**src/mmdt_pkg.sv**
```systemverilog
package mmdt_pkg;

    // register byte offsets on the bus
    localparam logic [7:0] OFF_SET = 8'h00;
    localparam logic [7:0] OFF_STAT = 8'h04;

    // setting register fields
    localparam int SET_MODE_LSB = 0;
    localparam int SET_UNIT_LSB = 4;
    localparam int SET_PRESET_LSB = 8;

    // status register fields
    localparam int STAT_RELAY = 0;
    localparam int STAT_TIMEOUT = 1;
    localparam int STAT_BUSY = 2;
    localparam int STAT_MODE_LSB = 4;
    localparam int STAT_UNIT_LSB = 8;
    localparam int STAT_REM_LSB = 16;

    typedef logic [2:0] mmdt_mode_t;
    typedef logic [2:0] mmdt_unit_t;
    typedef logic [9:0] mmdt_count_t;

    // the eight operating modes
    localparam mmdt_mode_t MODE_ON_DELAY = 3'h0;
    localparam mmdt_mode_t MODE_FLICKER = 3'h1;
    localparam mmdt_mode_t MODE_SIG_ONOFF1 = 3'h2;
    localparam mmdt_mode_t MODE_SIG_OFF1 = 3'h3;
    localparam mmdt_mode_t MODE_INTERVAL = 3'h4;
    localparam mmdt_mode_t MODE_ONESHOT_FLK = 3'h5;
    localparam mmdt_mode_t MODE_SIG_ONOFF2 = 3'h6;
    localparam mmdt_mode_t MODE_SIG_OFF2 = 3'h7;

    // the seven time units; code 7 is unused and behaves as seconds
    localparam mmdt_unit_t UNIT_TENTH_S = 3'h0;
    localparam mmdt_unit_t UNIT_S = 3'h1;
    localparam mmdt_unit_t UNIT_TENTH_MIN = 3'h2;
    localparam mmdt_unit_t UNIT_MIN = 3'h3;
    localparam mmdt_unit_t UNIT_TENTH_H = 3'h4;
    localparam mmdt_unit_t UNIT_H = 3'h5;
    localparam mmdt_unit_t UNIT_TEN_H = 3'h6;

    // preset limits and reset values
    localparam mmdt_count_t PRESET_MAX = 10'h3E7;
    localparam mmdt_count_t PRESET_RST = 10'h001;
    localparam mmdt_mode_t MODE_RST = MODE_ON_DELAY;
    localparam mmdt_unit_t UNIT_RST = UNIT_S;

    // timebase: one tenth of a second counted on the 10 MHz bus clock
    localparam int CLK_PERIOD_NS = 100;
    localparam int TENTH_S_NS = 100000000;
    localparam int TENTH_CYC = TENTH_S_NS / CLK_PERIOD_NS;
    // shortest input pulse the far side must give; shorter ones may be missed
    localparam int MIN_PULSE_NS = 50000000;

    localparam int UDIV_W = 19;

    // tenths of a second per time unit
    function automatic logic [UDIV_W-1:0] unit_mult(input mmdt_unit_t u);
        case (u)
            UNIT_TENTH_S: unit_mult = 19'h00001;
            UNIT_S: unit_mult = 19'h0000A;
            UNIT_TENTH_MIN: unit_mult = 19'h0003C;
            UNIT_MIN: unit_mult = 19'h00258;
            UNIT_TENTH_H: unit_mult = 19'h00E10;
            UNIT_H: unit_mult = 19'h08CA0;
            UNIT_TEN_H: unit_mult = 19'h57E40;
            default: unit_mult = 19'h0000A;
        endcase
    endfunction : unit_mult

    typedef enum {ST_IDLE, ST_HOLD, ST_TIMING, ST_DONE} mmdt_state_e;

endpackage : mmdt_pkg

```
**src/mmdt_tick_if.sv**
```systemverilog
`timescale 1ns/1ps
interface mmdt_tick_if;
    import mmdt_pkg::*;
    logic clear;
    logic run;
    mmdt_unit_t unit;
    logic tick;
    modport gen (input clear, input run, input unit, output tick);
    modport user (output clear, output run, output unit, input tick);
endinterface : mmdt_tick_if

```
**src/mmdt_tick.sv**
```systemverilog
`timescale 1ns/1ps
module mmdt_tick #(
    parameter int TENTH_CYCLES = mmdt_pkg::TENTH_CYC
) (
    // clock and reset
    input wire logic hclk,
    input wire logic hresetn,
    // timebase link to the sequencer
    mmdt_tick_if.gen tk
);
    import mmdt_pkg::*;

    localparam int PRE_W = 24;

    initial begin
        if (TENTH_CYCLES < 1 || TENTH_CYCLES >= (1 << PRE_W)) begin
            $error("mmdt_tick: TENTH_CYCLES out of range");
        end
    end

    logic [PRE_W-1:0] pre;
    logic [UDIV_W-1:0] ucnt;
    logic tenth_end;
    logic unit_end;

    assign tenth_end = (pre == PRE_W'(TENTH_CYCLES - 1));
    assign unit_end = (ucnt == unit_mult(tk.unit) - 19'h00001);
    // one pulse per selected unit, only while the sequencer lets time run
    assign tk.tick = tk.run && tenth_end && unit_end;

    // tenth-second prescaler; it freezes while paused, keeping the fraction
    always_ff @(posedge hclk or negedge hresetn) begin
        if (!hresetn) begin
            pre <= '0;
        end else if (tk.clear) begin
            pre <= '0;
        end else if (tk.run) begin
            pre <= tenth_end ? '0 : pre + PRE_W'(1);
        end
    end

    // unit divider in tenths of a second
    always_ff @(posedge hclk or negedge hresetn) begin
        if (!hresetn) begin
            ucnt <= '0;
        end else if (tk.clear) begin
            ucnt <= '0;
        end else if (tk.run && tenth_end) begin
            ucnt <= unit_end ? '0 : ucnt + 19'h00001;
        end
    end

    property p_tick_paced;
        @(posedge hclk) disable iff (!hresetn)
        tk.tick |=> pre == '0 && ucnt == '0;
    endproperty
    a_tick_paced: assert property (p_tick_paced)
        else $error("tick fired before a full unit");

endmodule : mmdt_tick

```
**src/mmdt_timer.sv**
```systemverilog
// The placing of the registers and the AHB-Lite register port were chosen for this implementation.
`timescale 1ns/1ps
module mmdt_timer #(
    parameter int TENTH_CYCLES = mmdt_pkg::TENTH_CYC
) (
    // clock and reset
    input wire logic hclk,
    input wire logic hresetn,
    // ahb-lite slave
    input wire logic hsel,
    input wire logic [31:0] haddr,
    input wire logic [1:0] htrans,
    input wire logic hwrite,
    input wire logic [2:0] hsize,
    input wire logic [31:0] hwdata,
    input wire logic hready,
    output logic hreadyout,
    output logic hresp,
    output logic [31:0] hrdata,
    // supply sense, active high, and signal inputs, active low
    input wire logic power_on,
    input wire logic start_n,
    input wire logic reset_n,
    input wire logic gate_n,
    input wire logic check_n,
    // outputs
    output logic relay_out,
    output logic timeout_ind,
    output mmdt_pkg::mmdt_count_t remain_ind
);
    import mmdt_pkg::*;

    initial begin
        if (TENTH_CYCLES < 1) begin
            $error("mmdt_timer: TENTH_CYCLES must be positive");
        end
    end

    mmdt_tick_if tk ();

    mmdt_tick #(.TENTH_CYCLES(TENTH_CYCLES)) u_tick (
        .hclk(hclk),
        .hresetn(hresetn),
        .tk(tk)
    );

    // ---- bus slave ----
    logic wr_pend;
    logic [7:0] addr_q;
    mmdt_mode_t sw_mode;
    mmdt_unit_t sw_unit;
    mmdt_count_t sw_preset;
    logic acc;
    logic [31:0] stat_word;
    logic [31:0] set_word;
    mmdt_count_t wr_preset;

    // ---- sequencer ----
    mmdt_state_e st;
    mmdt_mode_t cfg_mode;
    mmdt_unit_t cfg_unit;
    mmdt_count_t cfg_preset;
    mmdt_count_t elapsed;
    logic out_r;
    logic reload;
    logic pwr_q, start_q, check_q;
    logic start_act, reset_act, gate_act, check_act;
    logic start_on, start_off, check_on, pwr_rise;
    logic rst_evt, go, trig, zero, last_unit, expire;
    logic pwr_mode, sig_mode, hold_mode, mask_mode;

    // never stalls, never errors: every register answers in zero wait states
    assign hreadyout = 1'b1;
    assign hresp = 1'b0;
    assign acc = hsel && htrans[1] && hready;

    // address phase capture; only word accesses are supported
    always_ff @(posedge hclk or negedge hresetn) begin
        if (!hresetn) begin
            wr_pend <= 1'b0;
            addr_q <= 8'h00;
        end else begin
            wr_pend <= acc && hwrite;
            addr_q <= haddr[7:0];
        end
    end

    // larger presets clamp so the count never passes three digits
    assign wr_preset = (hwdata[SET_PRESET_LSB +: 10] > PRESET_MAX) ? PRESET_MAX
                     : hwdata[SET_PRESET_LSB +: 10];

    // setting register written in the data phase; unmapped writes are dropped
    always_ff @(posedge hclk or negedge hresetn) begin
        if (!hresetn) begin
            sw_mode <= MODE_RST;
            sw_unit <= UNIT_RST;
            sw_preset <= PRESET_RST;
        end else if (wr_pend && addr_q == OFF_SET) begin
            sw_mode <= hwdata[SET_MODE_LSB +: 3];
            sw_unit <= hwdata[SET_UNIT_LSB +: 3];
            sw_preset <= wr_preset;
        end
    end

    always_comb begin
        set_word = 32'h0000_0000;
        set_word[SET_MODE_LSB +: 3] = sw_mode;
        set_word[SET_UNIT_LSB +: 3] = sw_unit;
        set_word[SET_PRESET_LSB +: 10] = sw_preset;
        stat_word = 32'h0000_0000;
        stat_word[STAT_RELAY] = relay_out;
        stat_word[STAT_TIMEOUT] = timeout_ind;
        stat_word[STAT_BUSY] = (st != ST_IDLE);
        stat_word[STAT_MODE_LSB +: 3] = cfg_mode;
        stat_word[STAT_UNIT_LSB +: 3] = cfg_unit;
        stat_word[STAT_REM_LSB +: 10] = remain_ind;
    end

    // read data is loaded at the end of the address phase
    always_ff @(posedge hclk or negedge hresetn) begin
        if (!hresetn) begin
            hrdata <= 32'h0000_0000;
        end else if (acc && !hwrite) begin
            case (haddr[7:0])
                OFF_SET: hrdata <= set_word;
                OFF_STAT: hrdata <= stat_word;
                default: hrdata <= 32'h0000_0000;
            endcase
        end
    end

    // ---- input conditioning ----
    // pins are active low, so a falling level is the assertion
    assign start_act = !start_n;
    assign reset_act = !reset_n;
    assign gate_act = !gate_n;
    assign check_act = !check_n;

    // previous levels for edge detection; inputs are already synchronous
    always_ff @(posedge hclk or negedge hresetn) begin
        if (!hresetn) begin
            pwr_q <= 1'b0;
            start_q <= 1'b0;
            check_q <= 1'b0;
        end else begin
            pwr_q <= power_on;
            start_q <= start_act;
            check_q <= check_act;
        end
    end

    assign start_on = start_act && !start_q;
    assign start_off = !start_act && start_q;
    assign check_on = check_act && !check_q;
    assign pwr_rise = power_on && !pwr_q;
    // reset pin and loss of power both reset, and win over any start
    assign rst_evt = reset_act || !power_on;

    // mode groups
    assign pwr_mode = (cfg_mode == MODE_ON_DELAY) || (cfg_mode == MODE_FLICKER)
                   || (cfg_mode == MODE_INTERVAL) || (cfg_mode == MODE_ONESHOT_FLK);
    assign sig_mode = (cfg_mode == MODE_SIG_ONOFF1) || (cfg_mode == MODE_SIG_ONOFF2);
    assign hold_mode = (cfg_mode == MODE_SIG_OFF1) || (cfg_mode == MODE_SIG_OFF2);
    assign mask_mode = (cfg_mode == MODE_SIG_ONOFF2) || (cfg_mode == MODE_SIG_OFF2);

    // power-up or the start pin launches the power-started modes
    assign go = pwr_rise || start_on;
    assign trig = go || start_off;
    assign zero = (cfg_preset == 10'h000);
    assign last_unit = (elapsed + 10'h001 >= cfg_preset);
    // check jumps straight to the end; a zero preset expires at once
    assign expire = (st == ST_TIMING)
                 && (check_on || zero || (tk.tick && last_unit));

    // settings are sampled while idle and not about to leave idle, and on any reset event
    always_ff @(posedge hclk or negedge hresetn) begin
        if (!hresetn) begin
            cfg_mode <= MODE_RST;
            cfg_unit <= UNIT_RST;
            cfg_preset <= PRESET_RST;
        end else if (rst_evt || (st == ST_IDLE && !trig)) begin
            cfg_mode <= sw_mode;
            cfg_unit <= sw_unit;
            cfg_preset <= sw_preset;
        end
    end

    // timebase runs only while timing, gate and check both released
    assign tk.run = (st == ST_TIMING) && !gate_act && !check_act;
    assign tk.clear = (st != ST_TIMING) || reload;
    assign tk.unit = cfg_unit;

    // elapsed count; a pause leaves it untouched so both halves add up
    always_ff @(posedge hclk or negedge hresetn) begin
        if (!hresetn) begin
            elapsed <= 10'h000;
        end else if (st != ST_TIMING || reload || expire) begin
            elapsed <= 10'h000;
        end else if (tk.tick) begin
            elapsed <= elapsed + 10'h001;
        end
    end

    // main sequencer: one branch per state, mode decides the path
    always_ff @(posedge hclk or negedge hresetn) begin
        if (!hresetn) begin
            st <= ST_IDLE;
            out_r <= 1'b0;
            reload <= 1'b0;
            timeout_ind <= 1'b0;
        end else if (rst_evt) begin
            st <= ST_IDLE;
            out_r <= 1'b0;
            reload <= 1'b0;
            timeout_ind <= 1'b0;
        end else begin
            reload <= 1'b0;
            case (st)
                ST_IDLE: begin
                    if (pwr_mode && go && !(zero && cfg_mode != MODE_INTERVAL)) begin
                        st <= ST_TIMING;
                        // flicker and on-delay start off, the others start energised
                        out_r <= (cfg_mode != MODE_FLICKER && cfg_mode != MODE_ON_DELAY);
                    end else if (sig_mode && (start_on || start_off)) begin
                        st <= ST_TIMING;
                        out_r <= 1'b1;
                    end else if (hold_mode && start_on) begin
                        st <= ST_HOLD;
                        out_r <= 1'b1;
                    end
                end
                ST_HOLD: begin
                    // off-delay time begins when the start signal drops
                    if (start_off) begin
                        st <= ST_TIMING;
                    end
                end
                ST_TIMING: begin
                    if (expire) begin
                        timeout_ind <= 1'b1;
                        case (cfg_mode)
                            MODE_ON_DELAY: begin
                                st <= ST_DONE;
                                out_r <= 1'b1;
                            end
                            MODE_FLICKER, MODE_ONESHOT_FLK: begin
                                out_r <= !out_r;
                            end
                            default: begin
                                st <= ST_DONE;
                                out_r <= 1'b0;
                            end
                        endcase
                    end else if (sig_mode && (start_on || start_off)) begin
                        reload <= 1'b1;
                        out_r <= 1'b1;
                    end else if (hold_mode && start_on) begin
                        st <= ST_HOLD;
                    end else if (cfg_mode == MODE_INTERVAL && start_on) begin
                        reload <= 1'b1;
                    end
                end
                ST_DONE: begin
                    if (sig_mode && (start_on || start_off)) begin
                        st <= ST_TIMING;
                        out_r <= 1'b1;
                        timeout_ind <= 1'b0;
                    end else if (hold_mode && start_on) begin
                        st <= ST_HOLD;
                        out_r <= 1'b1;
                        timeout_ind <= 1'b0;
                    end else if (cfg_mode == MODE_INTERVAL && go) begin
                        st <= ST_TIMING;
                        out_r <= 1'b1;
                        timeout_ind <= 1'b0;
                    end
                end
                default: begin
                    st <= ST_IDLE;
                end
            endcase
        end
    end

    // relay is registered; the second signal variants hold it off during start
    always_ff @(posedge hclk or negedge hresetn) begin
        if (!hresetn) begin
            relay_out <= 1'b0;
        end else begin
            relay_out <= out_r && !(mask_mode && start_act) && !rst_evt;
        end
    end

    // remaining time: full while idle or holding, empty once done
    always_ff @(posedge hclk or negedge hresetn) begin
        if (!hresetn) begin
            remain_ind <= 10'h000;
        end else begin
            case (st)
                ST_IDLE, ST_HOLD: remain_ind <= cfg_preset;
                ST_TIMING: remain_ind <= cfg_preset - elapsed;
                ST_DONE: remain_ind <= 10'h000;
                default: remain_ind <= 10'h000;
            endcase
        end
    end

    // ---- checks ----
    property p_reset_prio;
        @(posedge hclk) disable iff (!hresetn)
        reset_act && start_act |=> st == ST_IDLE && !out_r ##1 !relay_out;
    endproperty
    a_reset_prio: assert property (p_reset_prio)
        else $error("start beat reset");

    property p_gate_pause;
        @(posedge hclk) disable iff (!hresetn)
        st == ST_TIMING && gate_act && !rst_evt && !expire && !reload
            |=> elapsed == $past(elapsed);
    endproperty
    a_gate_pause: assert property (p_gate_pause)
        else $error("elapsed time moved while gated");

    property p_check_jump;
        @(posedge hclk) disable iff (!hresetn)
        st == ST_TIMING && check_on && !rst_evt |=> timeout_ind && elapsed == 10'h000;
    endproperty
    a_check_jump: assert property (p_check_jump)
        else $error("check did not end the interval");

    property p_check_hold;
        @(posedge hclk) disable iff (!hresetn)
        check_act |-> !tk.tick;
    endproperty
    a_check_hold: assert property (p_check_hold)
        else $error("time counted while check held");

    property p_mask_start;
        @(posedge hclk) disable iff (!hresetn)
        mask_mode && start_act |=> !relay_out;
    endproperty
    a_mask_start: assert property (p_mask_start)
        else $error("relay on while start held");

    property p_ondelay_out;
        @(posedge hclk) disable iff (!hresetn)
        cfg_mode == MODE_ON_DELAY && expire && !rst_evt |=> out_r && st == ST_DONE;
    endproperty
    a_ondelay_out: assert property (p_ondelay_out)
        else $error("on-delay expiry did not energise");

    property p_sig_edge;
        @(posedge hclk) disable iff (!hresetn)
        sig_mode && start_q != start_act && !rst_evt && !expire
            |=> out_r && st == ST_TIMING;
    endproperty
    a_sig_edge: assert property (p_sig_edge)
        else $error("signal edge did not start timing");

    property p_zero_quiet;
        @(posedge hclk) disable iff (!hresetn)
        st == ST_IDLE && zero && (cfg_mode == MODE_ON_DELAY || cfg_mode == MODE_FLICKER
            || cfg_mode == MODE_ONESHOT_FLK) |=> st == ST_IDLE;
    endproperty
    a_zero_quiet: assert property (p_zero_quiet)
        else $error("zero preset started a power mode");

endmodule : mmdt_timer

```
**config.mk**
```make
export PLATFORM = sky130hd
export DESIGN_NAME = mmdt_timer
export DESIGN_NICKNAME = d
export VERILOG_FILES = /design/src/mmdt_pkg.sv /design/src/mmdt_tick_if.sv /design/src/mmdt_tick.sv /design/src/mmdt_timer.sv
export SDC_FILE = /design/constraint.sdc
export NUM_CORES = 1
export LEC_CHECK = 0
export BUFFER_PORTS_ARGS = -buffer_cell sky130_fd_sc_hd__buf_2
export CAP_MARGIN = 20
export CORE_MARGIN = 8
export CORE_UTILIZATION = 50
export DETAILED_ROUTE_END_ITERATION = 16
export GPL_ROUTABILITY_DRIVEN = 0
export PLACE_DENSITY = 0.82
export SYNTH_ARGS = -nofsm -noshare
export SYNTH_HDL_FRONTEND = slang
export SYNTH_SLANG_ARGS = --single-unit
```
**constraint.sdc**
```tcl
create_clock -name hclk -period 4.3 [get_ports hclk]
set_clock_uncertainty 0.15 [all_clocks]
set_input_delay 0.645 -clock hclk [delete_from_list [all_inputs] [get_ports hclk]]
set_output_delay 0.645 -clock hclk [all_outputs]
set_load 0.05 [all_outputs]
```
==> results of run 1 <==
## Yosys cell counts, drive strengths merged, types with 16 or more instances
library cell,n
dfrtp,163
nand2,93
nor2,59
o21ai,52
inv,31
mux2,29
xnor2,28
clkbuf,24
ha,24
nor4,24
nand3,22
a21oi,21
xor2,20
nand4,19
nor3,16
## stage by stage
step | cells | worst slack, ns | power [mW] | utilization
2_1_floorplan | 835 | 0.713 | 1.79 | -
3_3_place_gp | 1097 | 0.389 | 1.86 | 0.545
3_5_place_dp | 1097 | 0.334 | 1.87 | 0.545
4_1_cts | 1129 | 0.308 | 3.58 | 0.585
5_1_grt | 1133 | 0.0536 | 3.67 | 0.589
6_report | 1133 | 0.334 | 3.55 | 0.589
## sequential cells by signal (all words and copies together), names as in the netlist, 3 cells and up
register     cells
st              32
hrdata          24
u_tick.pre      24
u_tick.ucnt     19
cfg_preset      10
elapsed         10
remain_ind      10
sw_preset       10
addr_q           8
cfg_mode         3
cfg_unit         3
sw_mode          3
sw_unit          3
## cell families (layout without fill, tap and decap cells)
kind of cell,after synthesis,count (layout)
compound gates,144,144
xor+xnor,48,48
fa+ha+maj,26,26
buf+inv,70,148
flops,167,167
mux,42,42
other cells,2,40
simple gates,298,298
## power by group
group / switching (mW) / internal [mW] / total, mW
logic: 0.127 / 0.0755 / 0.202
clock network: 0.660 / 1.05 / 1.71
registers: 0.0374 / 1.61 / 1.65
## cell type report
class	count	area (um2)
Clock buffer	17	425
Sequential cell	167	4180
Fill cell	1340	6690
Tap cell	220	275
Timing Repair Buffer	85	497
Inverter	31	116
Multi-Input combinational cell	598	3860
Clock inverter	15	236
## final timing paths
kind                                     endpoint  slack [ns]  cells after the start
setup / recovery                out_r$_DFFE_PN0P_        0.33                     14
hold / removal                addr_q[1]$_DFF_PN0_        0.19                      1
setup reg to reg                out_r$_DFFE_PN0P_        0.33                     14
hold reg to reg            hrdata[10]$_DFFE_PN0P_        0.34                      2
max in group asynchronous     addr_q[5]$_DFF_PN0_        2.62                      4
min in group asynchronous       st[7]$_DFFE_PN0P_        0.42                      2
## worst reg2reg max path: stages (launching register included)
cell	delay [ns]
sky130_fd_sc_hd__dfrtp_1	0.44
sky130_fd_sc_hd__and3_1	0.25
sky130_fd_sc_hd__and3_1	0.23
sky130_fd_sc_hd__and3_1	0.22
sky130_fd_sc_hd__and3_1	0.21
sky130_fd_sc_hd__xor2_1	0.14
sky130_fd_sc_hd__ha_1	0.31
sky130_fd_sc_hd__and4_1	0.22
sky130_fd_sc_hd__a221oi_1	0.25
sky130_fd_sc_hd__o21ai_0	0.15
sky130_fd_sc_hd__a31oi_1	0.22
sky130_fd_sc_hd__or4b_4	0.21
sky130_fd_sc_hd__nand2_1	0.17
sky130_fd_sc_hd__o41ai_2	0.32
sky130_fd_sc_hd__mux2_2	0.36
## what timing repair did
| action | CTS | global route |
|---|---|---|
| setup endpoints to repair | 0 | 1 |
| endpoints found under the hold margin | 0 | 4 |
| resized for setup | 0 | 1 |
| hold buffers | 0 | 1 |
## layer usage
layer  wire length, um  global-route usage
met5                 0                   0
met4               362              0.0852
met3              1060              0.0317
met2              8890               0.303
met1              8120               0.242
==> impl.org, run 1 <==
** Critical path
- Critical path origin :: elapsed[0]$_DFFE_PN0P_
- Crit path largest cell delay :: 0.44 ns
- CP arrival :: 4.13 ns
- STA classifies the critical path startpoint as a flop.
- Top delay family on crit path :: simple AND/OR/NAND/NOR gates
- The worst setup path is captured at a flop.
- Reg2Reg Launch Point :: elapsed[0]$_DFFE_PN0P_
- For the worst setup path, the data required time is approximately 4.5 ns.
- Critical path class :: flop to flop
- Slowest cell on crit path :: sky130_fd_sc_hd__dfrtp_1
- Series of cell instances along the critical path :: and3_1 > and3_1 > and3_1 > and3_1 > xor2_1 > ha_1 > and4_1 > a221oi_1 > o21ai_0 > a31oi_1 > or4b_4 > nand2_1 > o41ai_2 > mux2_2
- In this design, the critical path's most frequently occurring cell is sky130_fd_sc_hd__and3_1.
- Along the worst path, the maximum fanout reaches 6.
- Together, buffers and inverters on the worst path number 0.

** Clocking
- The tree built by TritonCTS fans out to ~170 sinks.
- Clk Latency, worst-skew pair :: between 0.4 and 0.5 ns
- Clock-pin slew of the registers on the worst-case setup and hold paths :: about 0.07 ns
- In this run the deepest clock path goes through 2 buffers.
- TritonCTS built the clock tree.
- Buffers added to address setup during post-CTS repair amount to 0.
- Max H-tree Level :: 4
- Clk root buf :: sky130_fd_sc_hd__clkbuf_16
- TritonCTS created 17 clock buffers.

** Synth
- Area of the mapped netlist :: around 0.008 mm2
- Of the total synthesized cell area, the portion taken by XOR and XNOR cells is 0.0513.
- Cell type with the highest aggregate area in the netlist :: sky130_fd_sc_hd__dfrtp_1
- In this run, distinct cell masters in the synthesized netlist total 68.
- Simple-Gate Fraction of Synth Area :: 0.187
- Synth Area in Compound Gates :: 0.117
- In this run, synthesis inferred 0 flip-flops with an integrated enable.
- After synthesis, the cell types taking the most area are sky130_fd_sc_hd__dfrtp_1, sky130_fd_sc_hd__nand2_1, sky130_fd_sc_hd__mux2_2.
- Area share of the largest cell type after synthesis :: 0.497
- Average cell area after synthesis :: roughly 10 um2
- Share of the yosys chip area belonging to registers :: 0.510
- Number of warnings reported in the yosys synthesis log :: 0
- Synth Area in Adders :: 0.0403
- Synthesis handed over a netlist of approximately 800 instances.
- After synthesis, the largest family of logic cells by area is simple AND/OR/NAND/NOR gates.
- The most used flip-flop cell after synthesis is sky130_fd_sc_hd__dfrtp_1.
- For this run, asynchronously set or reset flops after synthesis account for 1.00.
- Synthesis inferred about 170 register bits.
- Proportion of synthesized area in mux cells :: 0.0557

** Floorplan
- Initial core utilization :: 0.503
- The initialized floorplan defines 47 standard-cell rows.
- From bottom edge to top edge, the die measures around 140 um.
- During I/O placement, the number of pins put on the boundary was roughly 130.
- The region available for standard cell placement spans 0.0163 mm2.
- The die is 144 um wide.
- Die footprint :: roughly 0.021 mm2

** Final layout
- Most frequent standard cell in the layout excluding fill and tap cells :: sky130_fd_sc_hd__dfrtp_1
- 0 antenna diodes ended up in the layout.
- The library cells used most frequently in the layout, excluding fill and tap cells, are sky130_fd_sc_hd__dfrtp_1, sky130_fd_sc_hd__nand2_1, sky130_fd_sc_hd__buf_2, sky130_fd_sc_hd__nor2_1, sky130_fd_sc_hd__o21ai_0.
- Syn-to-layout area delta :: 17.0%
- Post-layout net count :: about 1000
- Final instance area :: around 0.0096 mm2
- Of the cells placed in the final design, the portion with a size suffix greater than 1 is 0.176.

** STA
- Setup repair after global routing missed its margin :: false
- In the finished design, the share of the clock period the worst path needs comes to 0.922.
- The clock period could shrink to about 4.0 ns.
- Static timing analysis puts the maximum clock frequency at ~250 MHz.
- Total Negative Setup Slacks :: 0 ns
- For the pin with the worst max-slew slack, the measured transition is 0.683 ns.
- Across all hold checks on the routed design, the worst slack comes to around 0.19 ns.
- Number of setup violations in the final report :: 0
- The total count of max-transition violations in the final report came to 0.
- Headroom to the max-slew limit :: 0.541
- Count of endpoints failing hold in the final timing report :: 0

** Global route
- After global routing the overflow that remains totals 0.
- Maximum number of pins on one net before global-route repair :: 111
- The number of antenna violations at the first check in global routing came to 0.
- Total Routing Usage GR :: 0.187
- Number of global-route vias before repair :: about 6200
- Wire length of the first global-routing pass :: approximately 30000 um

** Drt
- Initial DRC count :: around 460
- After detailed routing, the number of remaining DRC violations is 0.
- Vias per std cell :: about 5.6
- Summed over all layers, the routed wires come to between 15000 and 20000 um.
- Overall via count from detail_route :: between 6000 and 7000
- In the final routed layout, each cell accounts on average for roughly 16 um.
- The first detailed-routing pass ran for 7 iterations.
- The detail route stage leaves a number of antenna-violating nets equal to 0.

** Hold path
- Hold path startpoint :: haddr[1]
- Min-delay worst type :: input pin to flop

** Power
- Across the VDD grid, the largest voltage drop is between 0.0002 and 0.0003 V.
- Leak Pwr :: ~4.3 nW
- In this run the power density over the cells is ~370 mW/mm2.

** Placement
- Once placement finished, the instance area stood at ~0.0089 mm2.
- Detailed-placement wirelength estimate :: between 10000 and 15000 um
- During placement, the flow inserted port buffers numbering 70.

** Run
- Maximum capacitance violations :: 0

** Status
- The run finished with clean final reports.
Power figures use the tool's default switching activity.
==> run 2, diff against run 1 <==
--- a/config.mk
+++ b/config.mk
@@ -6,12 +6,12 @@
 export NUM_CORES = 1
 export LEC_CHECK = 0
 export BUFFER_PORTS_ARGS = -buffer_cell sky130_fd_sc_hd__buf_2
-export CAP_MARGIN = 20
 export CORE_MARGIN = 8
 export CORE_UTILIZATION = 50
 export DETAILED_ROUTE_END_ITERATION = 16
 export GPL_ROUTABILITY_DRIVEN = 0
 export PLACE_DENSITY = 0.82
+export RECOVER_POWER = 100
 export SYNTH_ARGS = -nofsm -noshare
 export SYNTH_HDL_FRONTEND = slang
 export SYNTH_SLANG_ARGS = --single-unit
==> run 2 against run 1 <==
Compared with the run above: the run now ends with capacitance limit, slew limit left; flip-flop and latch count is the same; non-clock buffer count shrank 4; critical path depth is the same; via count shrank 0.81%; critical endpoint unchanged; routed wire length grew 0.14%; maximum frequency grew 0.22%; worst setup slack gained 0.0086 ns; clock power is essentially flat; count of clock-buffer cells in the layout is the same; core utilization shrank 1.0 points; largest power group unchanged; power shrank 0.23%; sequential share of layout area grew 0.78 points.
==> impl.org, run 2 (synthesized netlist as in run 1, its figures left out) <==
** Clocking
- The number of hold buffers added after cts was 0 (unchanged).
- Clock-pin slew of the registers on the worst-case setup and hold paths :: 0.07 ns (about the same)
- Clock Tree Buf Depth :: 2 (unchanged)
- Clk root buf :: sky130_fd_sc_hd__clkbuf_16 (unchanged)
- The CTS tree is yes (unchanged).
- The count of clock tree sinks was 167 (unchanged).
- The H-tree level count was 4 (unchanged).
- The number of clock buffers inserted by TritonCTS is 17 (unchanged).
- Clk Latency, worst-skew pair :: 0.43 ns (about the same)
- The number of buffers inserted to repair setup after CTS was 0 (unchanged).
- Number of gates given a new drive strength after cts :: 0 (unchanged)

** Power
- Worst-case vdd ir drop :: 0.000294 V (was 0.000293 V)
- The overall power after layout is 3.55 mW (about the same).
- The power per standard cell area is 376 mW/mm2 (was 370 mW/mm2).
- Leak Pwr :: 4.09 nW (was 4.35 nW)

** Critical path
- Register-to-Register Path Depth :: 14 (unchanged)
- Slowest cell on crit path :: sky130_fd_sc_hd__dfrtp_1 (unchanged)
- The peak per-stage delay on the critical path came to 0.44 ns (about the same).
- Series of cell instances along the critical path :: and3_1 > and3_1 > and3_1 > and3_1 > xor2_1 > ha_1 > and4_1 > a221oi_1 > o21ai_0 > a31oi_1 > or4b_4 > nand2_1 > o41ai_2 > mux2_2 (unchanged)
- Critical path origin :: elapsed[0]$_DFFE_PN0P_ (unchanged)
- Critical path class :: flop to flop (unchanged)
- Destination of the worst register-to-register timing path :: out_r$_DFFE_PN0P_ (unchanged)
- Peak fanout along the critical path :: 6 (unchanged)
- The critical path endpoint category is a flop (unchanged).
- Reg2Reg Launch Point :: elapsed[0]$_DFFE_PN0P_ (unchanged)
- The setup slack on the worst flop-to-flop path is 0.34 ns (was 0.33 ns).
- The arrival time of data at the critical path endpoint is 4.12 ns (was 4.13 ns).
- The worst path required time was 4.47 ns (about the same).
- The cell type with the highest occurrence count on the critical path is sky130_fd_sc_hd__and3_1 (unchanged).
- The launching element type of the critical path is a flop (unchanged).

** Final layout
- The total number of nets in the final design came to 1000 (was 1004).
- The signed area change from the synthesized netlist to the final layout was 15.0% (was 17.0%).
- Fill cell count :: 1385 (was 1340)
- Largest Register :: st (unchanged)
- Largest regs: st x32, hrdata x24, u_tick.pre x24 (unchanged).
- Flip-flop count of the largest register after layout :: 32 (unchanged)
- The antenna diode count came to 0 (unchanged).
- Most frequent standard cell in the layout excluding fill and tap cells :: sky130_fd_sc_hd__dfrtp_1 (unchanged)
- The share of layout cells above drive strength 1 was 0.112 (was 0.176).
- Final instance area :: 0.00943 mm2 (was 0.00960 mm2)
- Commonest non-fill, non-tap cells in the layout: sky130_fd_sc_hd__dfrtp_1, sky130_fd_sc_hd__nand2_1, sky130_fd_sc_hd__nor2_1, sky130_fd_sc_hd__clkbuf_1, sky130_fd_sc_hd__o21ai_0 (was sky130_fd_sc_hd__dfrtp_1, sky130_fd_sc_hd__nand2_1, sky130_fd_sc_hd__buf_2, sky130_fd_sc_hd__nor2_1, sky130_fd_sc_hd__o21ai_0).

** Status
- Status :: finished, violations left (was finished, final reports clean)
- Violated checks :: capacitance limit, slew limit

** Global route
- Wire length of the first global-routing pass :: 30900 um (unchanged)
- Maximum number of pins on one net before global-route repair :: 111 (unchanged)
- The overall global routing resource usage came to 0.187 (unchanged).
- The via count of the first global-routing pass is 6188 (unchanged).
- Initial antenna violation count :: 0 (unchanged)
- Global-route congestion overflow total :: 0 (unchanged)

** Drt
- The iteration-0 DRC count of the detailed router is 484 (was 459).
- The number of nets still failing antenna checks after routing was 0 (unchanged).
- The number of optimization iterations in the first detailed-route pass came to 7 (unchanged).
- The total vias in the final route was 6277 (was 6328).
- Detailed-route wire length per cell :: 16.3 um (about the same)
- Vias per std cell :: 5.56 (was 5.59)
- The number of remaining DRC errors was 0 (unchanged).
- The total wire length after detailed routing came to 18500 um (was 18400 um).

** Floorplan
- Number of rows in the core area :: 47 (unchanged)
- The die boundary height was 144 um (unchanged).
- Initial core utilization :: 0.503 (unchanged)
- Die footprint :: 0.0208 mm2 (unchanged)
- Die X-Extent :: 144 um (unchanged)
- The core area came to 0.0163 mm2 (unchanged).
- Count of boundary I/O pins :: 125 (unchanged)

** STA
- Total Negative Setup Slacks :: 0 ns (unchanged)
- The max-slew headroom at the worst pin is -0.828 (was 0.541).
- Setup repair after global routing missed its margin: false (unchanged).
- Max frequency :: 253 MHz (was 252 MHz)
- The total setup violations reported at the end of the flow was 0 (unchanged).
- Crit share post-route :: 0.920 (was 0.922)
- The total count of max-transition violations in the final report was 111 (was 0).
- Actual slew at the worst max-slew pin :: 2.74 ns (was 0.683 ns)
- Tmin final :: 3.96 ns (was 3.97 ns)
- The final number of hold-violating endpoints came to 0 (unchanged).

** Placement
- Detailed-placement wirelength estimate :: 12600 um (unchanged)
- Area of placed instances :: 0.00887 mm2 (unchanged)
- The number of input and output port buffers inserted was 70 (unchanged).

** Run
- The number of max-cap violations came to 1 (was 0).

** Hold path
- Worst Hold Depth :: 1 (unchanged)
- The worst-case hold path end point is addr_q[3]$_DFF_PN0_ (was addr_q[1]$_DFF_PN0_).
- Min-delay worst type :: input pin to flop (unchanged)
- The critical hold path startpoint was haddr[3] (was haddr[1]).
run 2: changes by cell type in the layout (fill, tap and decap cells not counted), moves of 2 or more:
cell / before / now
sky130_fd_sc_hd__clkbuf_1: 0 / 55
sky130_fd_sc_hd__and2_0: 0 / 2
sky130_fd_sc_hd__buf_4: 11 / 4
sky130_fd_sc_hd__and2_1: 6 / 4
sky130_fd_sc_hd__buf_2: 70 / 21
run 2: area by class of cell:
class | instances | area (um2) | area share
Clock inverter | 15 | 236 | 0.0251
Sequential cell | 167 | 4180 | 0.444
Clock buffer | 17 | 425 | 0.0451
Tap cell | 220 | 275 | 0.0292
Timing Repair Buffer | 81 | 347 | 0.0368
Inverter | 31 | 116 | 0.0123
Multi-Input combinational cell | 598 | 3840 | 0.408
run 2: metrics by stage:
| stage | util | setup WS, ns | hold WS (ns) | std cells |
|---|---|---|---|---|
| global route | 0.579 | 0.0646 | 0.179 | 1129 |
| detailed placement | 0.545 | 0.334 | 0.318 | 1097 |
| finish | 0.579 | 0.343 | 0.192 | 1129 |
| CTS | 0.585 | 0.308 | 0.169 | 1129 |
| floorplan | - | 0.713 | 0.199 | 835 |
| global placement | 0.545 | 0.389 | 0.306 | 1097 |
run 2: how the worst max path moves through the flow:
stage / to / slack (ns) / depth (start not counted)
4_1_cts: out_r$_DFFE_PN0P_ / 0.31 / 14
5_1_grt: out_r$_DFFE_PN0P_ / 0.06 / 14
2_1_floorplan: out_r$_DFFE_PN0P_ / 0.71 / 14
3_3_place_gp: out_r$_DFFE_PN0P_ / 0.39 / 14
6_report: out_r$_DFFE_PN0P_ / 0.34 / 14
3_5_place_dp: out_r$_DFFE_PN0P_ / 0.33 / 14
run 2: metal layers:
layer | GRT usage | wire length (um) | vias up
met3 | 0.0317 | 1010 | 25
li1 | - | - | 2996
met5 | 0 | 0 | -
met1 | 0.242 | 8210 | 3097
met4 | 0.0852 | 378 | 0
met2 | 0.303 | 8850 | 159
run 2: where the power goes:
part	switching, mW	internal (mW)
sequential	0.0376	1.61
clock	0.660	1.05
combinational	0.126	0.0683
total	0.823	2.72
run 2: critical path, delay by kind of cell, from the launching register on:
kind | cells | cell delay [ns]
adders and majority gates | 1 | 0.31
AOI/OAI and AO/OA | 4 | 0.93
muxes | 1 | 0.36
and+or+nand+nor | 7 | 1.50
xor gates and xnor gates | 1 | 0.14
DFF | 1 | 0.44
